[src/core/lui_regs.svh]
// register map, reset values and bit positions of the line unit interrupt masks
`ifndef LUI_REGS_SVH
`define LUI_REGS_SVH

`define LUI_ADDR_W          12
`define LUI_DATA_W          32
`define LUI_GRP_W           8

`define LUI_OFF_MASK0       12'h000
`define LUI_OFF_MASK1       12'h004
`define LUI_OFF_MASK2       12'h008
`define LUI_OFF_EDGE0       12'h00C
`define LUI_OFF_EDGE1       12'h010
`define LUI_OFF_EDGE2       12'h014
`define LUI_OFF_ISTS0       12'h018
`define LUI_OFF_ISTS1       12'h01C
`define LUI_OFF_ISTS2       12'h020
`define LUI_OFF_STAT0       12'h024
`define LUI_OFF_STAT1       12'h028
`define LUI_OFF_STAT2       12'h02C

`define LUI_VALID0          8'hFF
`define LUI_VALID1          8'hE3
`define LUI_VALID2          8'h3F
`define LUI_RST_MASK0       8'hFF
`define LUI_RST_MASK1       8'hE3
`define LUI_RST_MASK2       8'h3F
`define LUI_RST_EDGE        8'h00
`define LUI_RST_ISTS        8'h00

`define LUI_B0_WAVEFORM     7
`define LUI_B0_TX_JFIFO     6
`define LUI_B0_RX_JFIFO     5
`define LUI_B0_OVERCUR      4
`define LUI_B0_TXCLK_MISS   3
`define LUI_B0_TX_LOS       2
`define LUI_B0_SYS_LOS      1
`define LUI_B0_LINE_LOS     0
`define LUI_B1_SYS_AIS      7
`define LUI_B1_LINE_AIS     6
`define LUI_B1_PAT_SYNC     5
`define LUI_B1_IB_ACT       1
`define LUI_B1_IB_DEACT     0
`define LUI_B2_SYS_BPV      5
`define LUI_B2_LINE_BPV     4
`define LUI_B2_SYS_EXZ      3
`define LUI_B2_LINE_EXZ     2
`define LUI_B2_PAT_ERR      1
`define LUI_B2_CNT_OVF      0

`endif

[src/core/lui_pkg.sv]
// types shared by the line unit interrupt mask files
package lui_pkg;

	typedef logic [7:0] lui_grp_t;

	typedef enum {
		LUI_REG_MASK0,
		LUI_REG_MASK1,
		LUI_REG_MASK2,
		LUI_REG_EDGE0,
		LUI_REG_EDGE1,
		LUI_REG_EDGE2,
		LUI_REG_ISTS0,
		LUI_REG_ISTS1,
		LUI_REG_ISTS2,
		LUI_REG_STAT0,
		LUI_REG_STAT1,
		LUI_REG_STAT2,
		LUI_REG_NONE
	} lui_reg_t;

endpackage : lui_pkg

[src/core/lui_irq_group.sv]
// one group of eight sticky interrupt status bits with edge selection
`timescale 1ns/1ns
`include "lui_regs.svh"
module lui_irq_group (
	input  wire logic            clk,
	input  wire logic            rst,
	input  wire lui_pkg::lui_grp_t status,
	input  wire lui_pkg::lui_grp_t edge_sel,
	input  wire lui_pkg::lui_grp_t valid,
	input  wire lui_pkg::lui_grp_t clr,
	output lui_pkg::lui_grp_t      ists
);
	import lui_pkg::*;

	lui_grp_t prev_r;
	lui_grp_t ists_r;
	lui_grp_t evt;

	// prev starts at zero, so a condition already high at release counts as a rise
	always_ff @(posedge clk or posedge rst) begin
		if (rst) begin
			prev_r <= `LUI_RST_ISTS;
		end else begin
			prev_r <= status;
		end
	end

	always_comb begin
		evt = ((status & ~prev_r) | (~status & prev_r & edge_sel)) & valid;
	end

	// a new event in the clearing cycle survives the clear
	always_ff @(posedge clk or posedge rst) begin
		if (rst) begin
			ists_r <= `LUI_RST_ISTS;
		end else begin
			ists_r <= (ists_r & ~clr) | evt;
		end
	end

	assign ists = ists_r;

endmodule : lui_irq_group

[src/core/lui_top.sv]
// per-channel interrupt mask block with apb register access
`timescale 1ns/1ns
`include "lui_regs.svh"
module lui_top (
	input  wire logic                   CLK,
	input  wire logic                   RESET,
	input  wire logic                   PSEL,
	input  wire logic                   PENABLE,
	input  wire logic                   PWRITE,
	input  wire logic [`LUI_ADDR_W-1:0] PADDR,
	input  wire logic [`LUI_DATA_W-1:0] PWDATA,
	input  wire logic [3:0]             PSTRB,
	output logic [`LUI_DATA_W-1:0]      PRDATA,
	output logic                        PREADY,
	output logic                        PSLVERR,
	input  wire lui_pkg::lui_grp_t      STAT_LINE_FAULTS,
	input  wire lui_pkg::lui_grp_t      STAT_ALARMS_CODES,
	input  wire lui_pkg::lui_grp_t      STAT_LINE_ERRORS,
	output logic                        IRQ
);
	import lui_pkg::*;

	function automatic lui_reg_t lui_decode(input logic [`LUI_ADDR_W-1:0] a);
		case (a)
			`LUI_OFF_MASK0: return LUI_REG_MASK0;
			`LUI_OFF_MASK1: return LUI_REG_MASK1;
			`LUI_OFF_MASK2: return LUI_REG_MASK2;
			`LUI_OFF_EDGE0: return LUI_REG_EDGE0;
			`LUI_OFF_EDGE1: return LUI_REG_EDGE1;
			`LUI_OFF_EDGE2: return LUI_REG_EDGE2;
			`LUI_OFF_ISTS0: return LUI_REG_ISTS0;
			`LUI_OFF_ISTS1: return LUI_REG_ISTS1;
			`LUI_OFF_ISTS2: return LUI_REG_ISTS2;
			`LUI_OFF_STAT0: return LUI_REG_STAT0;
			`LUI_OFF_STAT1: return LUI_REG_STAT1;
			`LUI_OFF_STAT2: return LUI_REG_STAT2;
			default:        return LUI_REG_NONE;
		endcase
	endfunction : lui_decode

	// raw status registers are read only; writing them is an error
	function automatic logic lui_read_only(input lui_reg_t r);
		case (r)
			LUI_REG_STAT0: return 1'b1;
			LUI_REG_STAT1: return 1'b1;
			LUI_REG_STAT2: return 1'b1;
			LUI_REG_NONE:  return 1'b1;
			default:       return 1'b0;
		endcase
	endfunction : lui_read_only

	lui_reg_t                sel_reg;
	logic                    setup_ph;
	logic                    access_ph;
	logic                    wr_en;
	logic [`LUI_DATA_W-1:0]  rd_value;
	logic [`LUI_DATA_W-1:0]  prdata_r;
	logic [`LUI_DATA_W-1:0]  prdata_nxt;
	logic                    pslverr_r;
	logic                    pslverr_nxt;

	lui_grp_t                mask0_r;
	lui_grp_t                mask1_r;
	lui_grp_t                mask2_r;
	lui_grp_t                edge0_r;
	lui_grp_t                edge1_r;
	lui_grp_t                edge2_r;
	lui_grp_t                ists0;
	lui_grp_t                ists1;
	lui_grp_t                ists2;
	lui_grp_t                clr0;
	lui_grp_t                clr1;
	lui_grp_t                clr2;
	lui_grp_t                pend0;
	lui_grp_t                pend1;
	lui_grp_t                pend2;
	lui_grp_t                wbyte;
	logic                    irq_r;
	logic                    irq_nxt;

	assign sel_reg   = lui_decode(PADDR);
	assign setup_ph  = PSEL & ~PENABLE;
	assign access_ph = PSEL & PENABLE;
	// only byte lane 0 carries register bits; a write without it changes nothing
	assign wr_en     = access_ph & PWRITE & PSTRB[0] & ~lui_read_only(sel_reg);
	assign wbyte     = PWDATA[`LUI_GRP_W-1:0];

	// zero wait states: read data is captured in the setup cycle
	assign PREADY    = access_ph;
	assign PSLVERR   = access_ph & pslverr_r;
	assign PRDATA    = prdata_r;

	always_comb begin
		rd_value = '0;
		case (sel_reg)
			LUI_REG_MASK0: rd_value[`LUI_GRP_W-1:0] = mask0_r;
			LUI_REG_MASK1: rd_value[`LUI_GRP_W-1:0] = mask1_r;
			LUI_REG_MASK2: rd_value[`LUI_GRP_W-1:0] = mask2_r;
			LUI_REG_EDGE0: rd_value[`LUI_GRP_W-1:0] = edge0_r;
			LUI_REG_EDGE1: rd_value[`LUI_GRP_W-1:0] = edge1_r;
			LUI_REG_EDGE2: rd_value[`LUI_GRP_W-1:0] = edge2_r;
			LUI_REG_ISTS0: rd_value[`LUI_GRP_W-1:0] = ists0;
			LUI_REG_ISTS1: rd_value[`LUI_GRP_W-1:0] = ists1;
			LUI_REG_ISTS2: rd_value[`LUI_GRP_W-1:0] = ists2;
			LUI_REG_STAT0: rd_value[`LUI_GRP_W-1:0] = STAT_LINE_FAULTS & `LUI_VALID0;
			LUI_REG_STAT1: rd_value[`LUI_GRP_W-1:0] = STAT_ALARMS_CODES & `LUI_VALID1;
			LUI_REG_STAT2: rd_value[`LUI_GRP_W-1:0] = STAT_LINE_ERRORS & `LUI_VALID2;
			default:       rd_value = '0;
		endcase
	end

	always_comb begin
		prdata_nxt  = prdata_r;
		pslverr_nxt = pslverr_r;
		if (setup_ph) begin
			prdata_nxt  = PWRITE ? '0 : rd_value;
			pslverr_nxt = PWRITE ? lui_read_only(sel_reg) : (sel_reg == LUI_REG_NONE);
		end
	end

	always_ff @(posedge CLK or posedge RESET) begin
		if (RESET) begin
			prdata_r  <= '0;
			pslverr_r <= 1'b0;
		end else begin
			prdata_r  <= prdata_nxt;
			pslverr_r <= pslverr_nxt;
		end
	end

	// mask registers; reserved positions are never stored and read zero
	always_ff @(posedge CLK or posedge RESET) begin
		if (RESET) begin
			mask0_r <= `LUI_RST_MASK0;
		end else if (wr_en && sel_reg == LUI_REG_MASK0) begin
			mask0_r <= wbyte & `LUI_VALID0;
		end
	end

	always_ff @(posedge CLK or posedge RESET) begin
		if (RESET) begin
			mask1_r <= `LUI_RST_MASK1;
		end else if (wr_en && sel_reg == LUI_REG_MASK1) begin
			mask1_r <= wbyte & `LUI_VALID1;
		end
	end

	always_ff @(posedge CLK or posedge RESET) begin
		if (RESET) begin
			mask2_r <= `LUI_RST_MASK2;
		end else if (wr_en && sel_reg == LUI_REG_MASK2) begin
			mask2_r <= wbyte & `LUI_VALID2;
		end
	end

	// edge selection registers share the mask layout
	always_ff @(posedge CLK or posedge RESET) begin
		if (RESET) begin
			edge0_r <= `LUI_RST_EDGE;
		end else if (wr_en && sel_reg == LUI_REG_EDGE0) begin
			edge0_r <= wbyte & `LUI_VALID0;
		end
	end

	always_ff @(posedge CLK or posedge RESET) begin
		if (RESET) begin
			edge1_r <= `LUI_RST_EDGE;
		end else if (wr_en && sel_reg == LUI_REG_EDGE1) begin
			edge1_r <= wbyte & `LUI_VALID1;
		end
	end

	always_ff @(posedge CLK or posedge RESET) begin
		if (RESET) begin
			edge2_r <= `LUI_RST_EDGE;
		end else if (wr_en && sel_reg == LUI_REG_EDGE2) begin
			edge2_r <= wbyte & `LUI_VALID2;
		end
	end

	// write one to clear; the clear lasts the single access cycle
	assign clr0 = (wr_en && sel_reg == LUI_REG_ISTS0) ? wbyte : '0;
	assign clr1 = (wr_en && sel_reg == LUI_REG_ISTS1) ? wbyte : '0;
	assign clr2 = (wr_en && sel_reg == LUI_REG_ISTS2) ? wbyte : '0;

	lui_irq_group u_grp0 (
		.clk      (CLK),
		.rst      (RESET),
		.status   (STAT_LINE_FAULTS),
		.edge_sel (edge0_r),
		.valid    (`LUI_VALID0),
		.clr      (clr0),
		.ists     (ists0)
	);

	lui_irq_group u_grp1 (
		.clk      (CLK),
		.rst      (RESET),
		.status   (STAT_ALARMS_CODES),
		.edge_sel (edge1_r),
		.valid    (`LUI_VALID1),
		.clr      (clr1),
		.ists     (ists1)
	);

	lui_irq_group u_grp2 (
		.clk      (CLK),
		.rst      (RESET),
		.status   (STAT_LINE_ERRORS),
		.edge_sel (edge2_r),
		.valid    (`LUI_VALID2),
		.clr      (clr2),
		.ists     (ists2)
	);

	// masking only gates the request: masked sources still record status
	always_comb begin
		pend0 = '0;
		pend1 = '0;
		pend2 = '0;
		pend0[`LUI_B0_WAVEFORM]   = ists0[`LUI_B0_WAVEFORM] & ~mask0_r[`LUI_B0_WAVEFORM];
		pend0[`LUI_B0_TX_JFIFO]   = ists0[`LUI_B0_TX_JFIFO] & ~mask0_r[`LUI_B0_TX_JFIFO];
		pend0[`LUI_B0_RX_JFIFO]   = ists0[`LUI_B0_RX_JFIFO] & ~mask0_r[`LUI_B0_RX_JFIFO];
		pend0[`LUI_B0_OVERCUR]    = ists0[`LUI_B0_OVERCUR] & ~mask0_r[`LUI_B0_OVERCUR];
		pend0[`LUI_B0_TXCLK_MISS] = ists0[`LUI_B0_TXCLK_MISS]
			& ~mask0_r[`LUI_B0_TXCLK_MISS];
		pend0[`LUI_B0_TX_LOS]     = ists0[`LUI_B0_TX_LOS] & ~mask0_r[`LUI_B0_TX_LOS];
		pend0[`LUI_B0_SYS_LOS]    = ists0[`LUI_B0_SYS_LOS] & ~mask0_r[`LUI_B0_SYS_LOS];
		pend0[`LUI_B0_LINE_LOS]   = ists0[`LUI_B0_LINE_LOS] & ~mask0_r[`LUI_B0_LINE_LOS];
		pend1[`LUI_B1_SYS_AIS]    = ists1[`LUI_B1_SYS_AIS] & ~mask1_r[`LUI_B1_SYS_AIS];
		pend1[`LUI_B1_LINE_AIS]   = ists1[`LUI_B1_LINE_AIS] & ~mask1_r[`LUI_B1_LINE_AIS];
		pend1[`LUI_B1_PAT_SYNC]   = ists1[`LUI_B1_PAT_SYNC] & ~mask1_r[`LUI_B1_PAT_SYNC];
		pend1[`LUI_B1_IB_ACT]     = ists1[`LUI_B1_IB_ACT] & ~mask1_r[`LUI_B1_IB_ACT];
		pend1[`LUI_B1_IB_DEACT]   = ists1[`LUI_B1_IB_DEACT] & ~mask1_r[`LUI_B1_IB_DEACT];
		pend2[`LUI_B2_SYS_BPV]    = ists2[`LUI_B2_SYS_BPV] & ~mask2_r[`LUI_B2_SYS_BPV];
		pend2[`LUI_B2_LINE_BPV]   = ists2[`LUI_B2_LINE_BPV] & ~mask2_r[`LUI_B2_LINE_BPV];
		pend2[`LUI_B2_SYS_EXZ]    = ists2[`LUI_B2_SYS_EXZ] & ~mask2_r[`LUI_B2_SYS_EXZ];
		pend2[`LUI_B2_LINE_EXZ]   = ists2[`LUI_B2_LINE_EXZ] & ~mask2_r[`LUI_B2_LINE_EXZ];
		pend2[`LUI_B2_PAT_ERR]    = ists2[`LUI_B2_PAT_ERR] & ~mask2_r[`LUI_B2_PAT_ERR];
		pend2[`LUI_B2_CNT_OVF]    = ists2[`LUI_B2_CNT_OVF] & ~mask2_r[`LUI_B2_CNT_OVF];
	end

	// registered so the pin is glitch free; costs one cycle of latency
	assign irq_nxt = |{pend0, pend1, pend2};

	always_ff @(posedge CLK or posedge RESET) begin
		if (RESET) begin
			irq_r <= 1'b0;
		end else begin
			irq_r <= irq_nxt;
		end
	end

	assign IRQ = irq_r;

endmodule : lui_top

[config.mk]
export PLATFORM = sky130hd
export DESIGN_NAME = lui_top
export DESIGN_NICKNAME = d
export VERILOG_FILES = /design/src/core/lui_pkg.sv /design/src/core/lui_irq_group.sv /design/src/core/lui_top.sv
export VERILOG_INCLUDE_DIRS = /design/src /design/src/core
export SDC_FILE = /design/constraint.sdc
export NUM_CORES = 1
export LEC_CHECK = 0
export CAP_MARGIN = 10
export CORE_ASPECT_RATIO = 0.5
export CORE_MARGIN = 1
export CORE_UTILIZATION = 35
export DETAILED_ROUTE_END_ITERATION = 10
export DONT_BUFFER_PORTS = 1
export GPL_ROUTABILITY_DRIVEN = 0
export PLACE_DENSITY = 0.59
export SLEW_MARGIN = 10
export SYNTH_ARGS = -nofsm -noshare
export SYNTH_HDL_FRONTEND = slang
export SYNTH_HIERARCHICAL = 1
export SYNTH_SLANG_ARGS = --single-unit
[constraint.sdc]
create_clock -name CLK -period 2.04 [get_ports CLK]
set_clock_uncertainty 0.05 [all_clocks]
set_input_delay 0.204 -clock CLK [delete_from_list [all_inputs] [get_ports CLK]]
set_output_delay 0.204 -clock CLK [all_outputs]
set_load 0.01 [all_outputs]
# [Yosys cells after proc, flatten, opt, wreduce, memory -nomap -nowiden]
# Cells that the tools add are included.
[word_totals] elab_cells=142 out_inout_bits=35 input_bits=77 ff_bits=118
[classes] muxes=8 n_eq_ne=32 bitwise=73 reduce_logical=14
[op_table] op="equality test 32 x 4 -> 1 bit (second input constant)" count=9
[op_table] op="equality test 32 x 3 -> 1 bit (second input constant)" count=6
[op_table] op="equality test 32 x 2 -> 1 bit (second input constant)" count=3
[op_table] op="one-hot mux 8 bit (12 select lines)" count=1
[op_table] op="AND 8 bit" count=9
[op_table] op="equality test 32 x 5 -> 1 bit (second input constant)" count=2
[op_table] op="zero test 32 bit" count=2
[op_table] op="inverter 8 bit" count=7
[op_table] op="equality test 12 x 5 -> 1 bit (second input constant)" count=4
[op_table] op="equality test 12 x 6 -> 1 bit (second input constant)" count=4
[op_table] op="one-hot mux 4 bit (12 select lines)" count=1
[op_table] op="equality test 32 x 1 -> 1 bit (second input constant)" count=1
[op_table] op="two-way mux 8 bit" count=4
[op_table] op="OR 8 bit" count=4
[op_table] op="AND 1 bit" count=25
[op_table] op="equality test 12 x 4 -> 1 bit (second input constant)" count=2
[op_table] op="inverter 1 bit" count=21
[op_table] op="OR reduction 19 bit" count=1
[op_table] op="AND 6 bit" count=3
[op_table] op="equality test 12 x 3 -> 1 bit (second input constant)" count=1
[op_table] op="zero test 12 bit" count=1
[op_table] op="inverter 6 bit" count=2
[op_table] op="logical AND 1 bit" count=9
[op_table] op="OR 8 x 6 -> 8 bit" count=1
[op_table] op="3 further kinds" count=4

# [Logic depth before layout (Yosys ltp)]
# Gate-level depths: netlist of run 1.
[logic_depth] ltp_word=12 depth_mapped=12 ltp_nobuf=11

# [Cells and area by module]
# The synthesis of run 1 kept the hierarchy.
[modules_own_cells] module="lui_top" n_inst=1 cells_each=349 seq_area_each_um2=1224.9 area_each_um2=3414.5
[modules_own_cells] module="lui_irq_group" n_inst=3 cells_each=49 seq_area_each_um2=400.4 area_each_um2=624.3

# [Worst setup path after synthesis of run 1]
# Ideal clock, no wire load.
[synth_timing] path_type="input to register" start="input port PADDR[1]" end="register u_grp1.ists_r[5], in the netlist u_grp1/ists[5]" t_required_ns=1.865 arrival_time_ns=2.837 setup_ns=0.125 n_path_buf=1 stages=12 path_slack_ns=-0.971 path_cell_list="or4_4 -> nor2_1 -> nand3b_1 -> ha_1 -> maj3_1 -> or3_1 -> buf_4 -> nor3_4 -> o311a_2 -> and2_1 -> nand2b_1 -> nand3_1"
[synth_via] elab_chain_len=12 word_cells_on_any_way=27 classes_between="16 x eq/ne; 3 x mux; 5 x bitwise; 3 x reduce/logical"
[synth_lines] element="start: declaration" line_no="lui_top.sv:10" source="input wire logic [`LUI_ADDR_W-1:0] PADDR,"
[synth_lines] element="equality test 12 x 6 -> 1 bit (tied with other cells)" line_no="lui_top.sv:24" source="case (a)"
[synth_lines] element="one-hot mux 4 bit (12 select lines) *" line_no="lui_top.sv:24"
[synth_lines] element="equality test 32 x 4 -> 1 bit" line_no="lui_top.sv:43" source="case (r)"
[synth_lines] element="OR reduction 4 bit (no line)"
[synth_lines] element="two-way mux 1 bit" line_no="lui_top.sv:43"
[synth_lines] element="inverter 1 bit" line_no="lui_top.sv:85" source="assign wr_en = access_ph & PWRITE & PSTRB[0] & ~lui_read_only(sel_reg);"
[synth_lines] element="AND 1 bit" line_no="lui_top.sv:85"
[synth_lines] element="logical AND 1 bit *" line_no="lui_top.sv:183" source="assign clr1 = (wr_en && sel_reg == LUI_REG_ISTS1) ? wbyte : '0;"
[synth_lines] element="two-way mux 8 bit *" line_no="lui_top.sv:183"
[synth_lines] element="via clr1[5]" line_no="lui_top.sv:72" source="lui_grp_t clr1;"
[synth_lines] element="inverter 8 bit *" line_no="lui_irq_group.sv:37" source="ists_r <= (ists_r & ~clr) | evt;"
[synth_lines] element="AND 8 bit *" line_no="lui_irq_group.sv:37"
[synth_lines] element="OR 8 bit *" line_no="lui_irq_group.sv:37"
[synth_lines] element="end signal: assignment" line_no="lui_irq_group.sv:35" source="ists_r <= `LUI_RST_ISTS;"
[synth_lines] element="end signal: assignment" line_no="lui_irq_group.sv:37"
[synth_lines] element="end: declaration" line_no="lui_irq_group.sv:16" source="lui_grp_t ists_r;"
# The timed path passes the listed nets; every way through them passes the cells marked *.
# A chain may end at the register's enable or synchronous reset.

# [Worst setup path in the final report of run 1]
[layout_timing] start="input port PADDR[1]" end="register prdata_r[2], in the netlist PRDATA[2]"
[layout_via] elab_chain_len=5 word_cells_on_any_way=27 classes_between="22 x eq/ne; 3 x mux; 2 x reduce/logical"
[layout_lines] element="equality test 12 x 6 -> 1 bit (tied with other cells)" line_no="lui_top.sv:24"
[layout_lines] element="one-hot mux 4 bit (12 select lines) *" line_no="lui_top.sv:24"
[layout_lines] element="equality test 32 x 4 -> 1 bit (tied with other cells)" line_no="lui_top.sv:95" source="case (sel_reg)"
[layout_lines] element="one-hot mux 8 bit (12 select lines) *" line_no="lui_top.sv:95"
[layout_lines] element="two-way mux 8 bit *" line_no="lui_top.sv:116" source="prdata_nxt = PWRITE ? '0 : rd_value;"
[layout_lines] element="end signal: assignment" line_no="lui_top.sv:126" source="prdata_r <= prdata_nxt;"
[layout_lines] element="end: declaration" line_no="lui_top.sv:57" source="logic [`LUI_DATA_W-1:0] prdata_r;"
# Every way passes the cells marked *; elsewhere a longest branch is shown, timed or not.

==> run_results.csv, run 1 <==
group,metric,value,unit
outcome,status,"complete, but fails checks",
outcome,violations,"negative setup slack",
yosys,synthArstFlopShare,100,%
yosys,netlist_instances,496,
timing,fmax,396,MHz
global_route,grt_max_degree,49,
setup_path,setup.worst_path.start,"PADDR[1]",
yosys,ys_top_cells_by_count,"77 x dfrtp_1, 32 x nand3_1, 31 x mux2_2",
timing,rsz0062_at_grt,"true",
timing,setup_tns,-23.84,ns
cts,root_buffer,"clkbuf_16",
cts,insertion_delay,0.35,ns
finish,nNetsFinal,710,
power,peakVddDrop,0.311,mV
global_route,antenna_found_initial,4,
power,p_int,2910,uW
floorplanning,die_w,176,um
setup_path,path_max_fanout,4,
timing,max_slew.worst_pin.slew,0.820,ns
placement,dp_hpwl,11600,um
power,netSwitchingFraction,24.8,%
timing,setup_violations,62,
setup_path,end_kind,"flip-flop",
drt,dr.first_iter.drc_count,336,
finish,area_growth,31.3,%
global_route,grt_overflow,0,
yosys,syn-cell-area,5290,um2
drt,drtAntennaViolNets,0,
setup_path,timing.rr.end,"PRDATA[1]",
floorplanning,die_area,15600,um2
global_route,grt_use_total,22.5,%
yosys,synthFlopType,"dfrtp_1",
drt,vias,4380,
job,max_cap_viol_count,0,
floorplanning,coreArea,14600,um2
floorplanning,initial_utilization,36.2,%
placement,numPortBuffers,0,
timing,hold_viol,0,
power,leakagePower,0.00298,uW
global_route,grt_first_pass_wirelength,25600,um
yosys,ys_types,59,
yosys,yosys-top-cells-area,"dfrtp_1 36%, dfstp_2 9.4%, mux2_2 6.6%",
cts,cts_made_buffers,9,
setup_path,cp.arrival,2.74,ns
finish,layout-drive-gt1-share,26.6,%
floorplanning,ios,112,
yosys,synth.avg_cell_area,10.7,um2
cts,cts_htree_levels,3,
timing,finalCriticalPeriod,2.52,ns
drt,drt_wl_total,16800,um
timing,finalCritPeriodShare,124,%
drt,drt_first_pass_iters,5,
timing,slew_viol_final,0,
yosys,synth_largest_area_cell,"dfrtp_1",
setup_path,reg2reg_from,"edge0_r[1]",
yosys,yosysMostFrequentCell,"dfrtp_1",
cts,clockBufferDepth,2,
drt,avgViaCountPerCell,5.24,
power,combPwrFrac,7.2,%
floorplanning,rows,31,
timing,setup_slack,-0.483,ns
cts,clk_pin_slew,0.07,ns
yosys,synth_warnings,6,
setup_path,critPathKind,"in -> reg",
setup_path,endpoint,"PRDATA[2]",
floorplanning,die_h,88.9,um
cts,clock-sinks,96,
power,clock_power_share,42.6,%
drt,wl_per_cell,20.1,um
setup_path,rrSetupSlack,0.31,ns
yosys,synth-seq-cells,96,
cts,cts_tree,"built",
global_route,grt_pass1_vias,4169,
yosys,synth_edf_count,0,
setup_path,required,2.26,ns
power,powerDensity,557,nW/um2
min_path,hold_class,"in -> reg",
drt,post-route-drc-count,0,
timing,fin_hold_ws,0.0101,ns
yosys,synth_top_area_share,36.4,%
setup_path,start_kind,"primary input",
setup_path,reg2reg_depth,5,
timing,max_slew_margin,45.3,%
power,p_sw,960,uW
yosys,yosysSeqAreaShare,45.9,%
power,seqPwrFrac,50.3,%
## sequential cells by signal (all words and copies together) (netlist names)
register	flops
IRQ	1
PRDATA	8
edge0_r	8
edge1_r	5
edge2_r	6
mask0_r	8
mask1_r	5
mask2_r	6
pslverr_r	1
u_grp0/ists	8
u_grp0/prev_r	8
u_grp1/ists	8
u_grp1/prev_r	8
u_grp2/ists	8
u_grp2/prev_r	8
## placed cells by master, fill, tap and decap left out, drive strengths merged, types with 7 or more instances in the layout
cell type	count
nand2b	25
dfstp	19
a32oi	8
o21ai	8
a21oi	13
o22ai	9
nand3b	26
a22oi	9
dlygate4sd3	33
nand2	15
and3	7
clkbuf	10
dfrtp	77
and2	26
nand4b	24
inv	29
nand3	32
a31oi	8
mux2	48
buf	56
conb	77
nor2	9
## power groups by stage
stage          Clock (uW)  Sequential (uW)  Combinational [uW]
2_1_floorplan           0             1980                 189
3_3_place_gp            0             1980                 188
3_5_place_dp            0             1980                 189
4_1_cts              1680             1940                 271
5_1_grt              1760             1950                 305
6_report             1650             1940                 277
## cell type report
| type | instances | area (um2) |
|---|---|---|
| tap | 198 | 248 |
| fill | 1361 | 7680 |
| sequential | 96 | 2430 |
| clock buffer | 10 | 239 |
| timing repair buffer | 89 | 833 |
| multi-input combinational | 406 | 3040 |
| clock inverter | 6 | 43.8 |
| inverter | 28 | 105 |
| antenna | 3 | 7.51 |
## through the flow
stage	std cells	instance area, um2	util [%]	setup WS (ns)	power (uW)
after global routing	833	6930	47.4	-0.587	4010
after global placement	776	6070	41.5	-0.926	2170
after CTS	828	6830	46.7	-0.457	3890
after floorplan	571	5690	-	-0.851	2170
final	836	6940	47.5	-0.483	3870
after detailed placement	776	6070	41.5	-0.984	2170
## repair_timing
| item | CTS | global route |
|---|---|---|
| setup endpoints to repair | 70 | 71 |
| hold endpoints to repair | 164 | 0 |
| hold buffers | 33 | 0 |
| cloned | 0 | 0 |
| pin swaps | 19 | 11 |
| buffers inserted | 4 | 6 |
| gates resized for setup | 30 | 13 |
## worst min path at each step
| stage | endpoint | cells past startpoint | start | slack, ns |
|---|---|---|---|---|
| after floorplan | u_grp0/ists[0] | 1 | RESET | 0.07 |
| after global placement | edge2_r[5] | 2 | RESET | 0.11 |
| after detailed placement | edge2_r[2] | 2 | RESET | 0.11 |
| after CTS | u_grp0/ists[0] | 2 | STAT_LINE_FAULTS[0] | 0.001 |
| after global routing | u_grp1/ists[6] | 2 | STAT_ALARMS_CODES[6] | 0.01 |
| final | u_grp2/ists[4] | 2 | STAT_LINE_ERRORS[4] | 0.01 |
## metal layers
layer	GRT usage (%)	routed length (um)	vias to the layer above
li1	-	-	2001
met2	31.5	6810	223
met3	7.40	1690	32
met4	5.53	286	2
met5	0	13	-
met1	33.0	7960	2122
## logic make-up (layout without fill, tap and decap cells)
family | Yosys count | in the layout | synth area share (%)
flops | 96 | 96 | 45.9
fa+ha+maj | 4 | 4 | 0.899
buf+inv | 69 | 133 | 6.77
mux | 50 | 50 | 10.6
xor+xnor | 1 | 1 | 0.166
other cells | 2 | 80 | 0.142
compound gates | 86 | 86 | 11.8
simple gates | 188 | 188 | 23.8
## worst max-delay path: stages
cell	delay, ns
or4_4	0.54
nor2_4	0.13
nand3b_1	0.10
ha_2	0.20
maj3_2	0.32
or3_4	0.37
buf_4	0.15
buf_6	0.10
buf_6	0.12
nor2_4	0.11
buf_6	0.12
a221oi_1	0.07
a41oi_1	0.21
(Power assumes the default switching activity.)
==> inputs of run 2 (changes only) <==
--- a/config.mk
+++ b/config.mk
@@ -6,10 +6,12 @@
 export SDC_FILE = /design/constraint.sdc
 export NUM_CORES = 1
 export LEC_CHECK = 0
+export ABC_CLOCK_PERIOD_IN_PS = 2040
 export CAP_MARGIN = 10
 export CORE_ASPECT_RATIO = 0.5
 export CORE_MARGIN = 1
 export CORE_UTILIZATION = 35
+export CTS_BUF_LIST = sky130_fd_sc_hd__clkbuf_4 sky130_fd_sc_hd__clkbuf_8
 export DETAILED_ROUTE_END_ITERATION = 10
 export DONT_BUFFER_PORTS = 1
 export GPL_ROUTABILITY_DRIVEN = 0
==> run 2 against run 1 <==
  * The flow still finishes with violations (negative setup slack)
  * Combinational power is 1% higher
  * Critical path type unchanged
  * Largest power group unchanged
  * Fmax grew 1.6%
  * Highest routed layer is now met4
  * Core utilization shrank 0.41 points
==> run_results.csv, run 2 (synthesis gave the netlist of run 1 again) <==
group,metric,value,unit
outcome,violations,"negative setup slack",
floorplanning,initial_utilization,36.2,%
drt,drt_first_pass_iters,6,
finish,multi_input_area,3090,um2
global_route,grt_pass1_vias,4194,
timing,max_slew_margin,45.0,%
cts,cts_tree,"built",
placement,place_area,6070,um2
cts,root_buffer,"clkbuf_8",
finish,area_growth,30.1,%
min_path,hold_class,"in -> reg",
global_route,grt_use_total,22.5,%
drt,avgViaCountPerCell,5.28,
timing,rsz0062_at_grt,"true",
floorplanning,rows,31,
drt,vias,4405,
power,peakVddDrop,0.265,mV
timing,finalCritPeriodShare,122,%
setup_path,path_max_fanout,8,
setup_path,path_cells,"or4_4 -> nor2_4 -> nand3b_1 -> ha_2 -> maj3_2 -> or3_4 -> buf_6 -> o311a_4 -> and2_1 -> nand2b_1 -> nand3_1",
power,power.total,3430,uW
drt,post-route-drc-count,0,
setup_path,cp.arrival,2.75,ns
global_route,grt_max_degree,49,
floorplanning,die_area,15600,um2
cts,clk_pin_slew,0.10,ns
timing,hold_viol,0,
global_route,grt_first_pass_wirelength,25800,um
floorplanning,ios,112,
finish,nNetsFinal,710,
cts,clock-sinks,96,
power,leakagePower,0.00295,uW
setup_path,critPathMaxStageDelay,0.54,ns
finish,final_cell_mix,"77 x dfrtp_1, 77 x conb_1, 42 x buf_4",
placement,numPortBuffers,0,
global_route,antenna_found_initial,2,
global_route,grt_overflow,0,
finish,fillCellCount,1372,
floorplanning,die_h,88.9,um
finish,final_area,6880,um2
placement,dp_hpwl,11600,um
timing,slew_viol_final,0,
floorplanning,die_w,176,um
outcome,status,"complete, but fails checks",
setup_path,critPathKind,"in -> reg",
floorplanning,coreArea,14600,um2
finish,final-seq-area,2430,um2
drt,wl_per_cell,20.3,um
timing,setup_slack,-0.443,ns
finish,layout-drive-gt1-share,28.2,%
drt,dr.first_iter.drc_count,422,
cts,cts_made_buffers,9,
timing,max_slew.worst_pin.slew,0.824,ns
cts,insertion_delay,0.38,ns
job,max_cap_viol_count,0,
setup_path,slowest_stage,"or4_4",
setup_path,required,2.31,ns
timing,finalCriticalPeriod,2.48,ns
power,powerDensity,498,nW/um2
drt,drtAntennaViolNets,0,
timing,fmax,403,MHz
cts,clockBufferDepth,2,
setup_path,start_kind,"primary input",
drt,drt_wl_total,16900,um
timing,setup_violations,62,
cts,cts_htree_levels,3,
setup_path,end_kind,"flip-flop",
## run 2: cell types whose count changed in the layout (fill, tap and decap cells not counted), sizes merged
| cell | change |
|---|---|
| diode | -2 |
| buf | -1 |
| dlygate4sd3 | +1 |
## run 2: final timing paths
| check | start | endpoint | slack [ns] | depth (start not counted) |
|---|---|---|---|---|
| max in group asynchronous | RESET | u_grp0/prev_r[0] | 0.94 | 2 |
| min reg2reg | pslverr_r | pslverr_r | 0.45 | 2 |
| min in group asynchronous | RESET | PRDATA[7] | 0.37 | 3 |
| min | PWRITE | pslverr_r | 0.01 | 2 |
| max | PADDR[8] | u_grp1/ists[1] | -0.44 | 11 |
| max reg2reg | edge0_r[1] | PRDATA[1] | 0.38 | 5 |
## run 2: metrics by stage
stage	std cells	setup TNS [ns]	util (%)	hold WS (ns)	setup WS, ns
2_1_floorplan	571	-47.73	-	0.0677	-0.851
3_3_place_gp	776	-51.36	41.5	0.105	-0.926
3_5_place_dp	776	-53.37	41.5	0.112	-0.984
4_1_cts	829	-19.37	46.2	0.0121	-0.426
5_1_grt	833	-24.83	47.0	0.0188	-0.526
6_report	834	-21.68	47.1	0.0144	-0.443
## run 2: layout make-up
class	count	share of cell area, %
Antenna cell	1	0.0364
Multi-Input combinational cell	406	44.8
Tap cell	198	3.60
Timing Repair Buffer	89	12.1
Clock buffer	10	2.00
Sequential cell	96	35.3
Clock inverter	6	0.636
Inverter	28	1.53
## run 2: what timing repair did
action | in CTS | in global routing
endpoints found under the hold margin | 180 | 0
hold buffers | 34 | 0
pin swaps | 30 | 10
endpoints found under the setup margin | 70 | 70
buffers inserted | 3 | 4
resized for setup | 32 | 20
## run 2: report_power, final
part / internal (uW) / switching (uW) / total [uW] / leakage, uW
clock: 481 / 722 / 1200 / 0.0000926
sequential: 1930 / 13.2 / 1940 / 0.00108
combinational: 112 / 169 / 281 / 0.00177
total: 2520 / 905 / 3430 / 0.00295
## run 2: layer usage
| metal | share of wire (%) | up-vias | GRT usage [%] |
|---|---|---|---|
| met1 | 48 | 2132 | 33.8 |
| met2 | 41 | 237 | 31.8 |
| met4 | 1.7 | 0 | 5.30 |
| met5 | 0 | - | 0 |
| met3 | 9.7 | 32 | 6.12 |
| li1 | - | 2004 | - |
## run 2: worst max-delay path, delay by kind of cell
kind            cells  cell delay, ns
compound gates      1            0.39
fa+ha+maj           2            0.51
buf+inv             1            0.14
simple gates        7            1.50
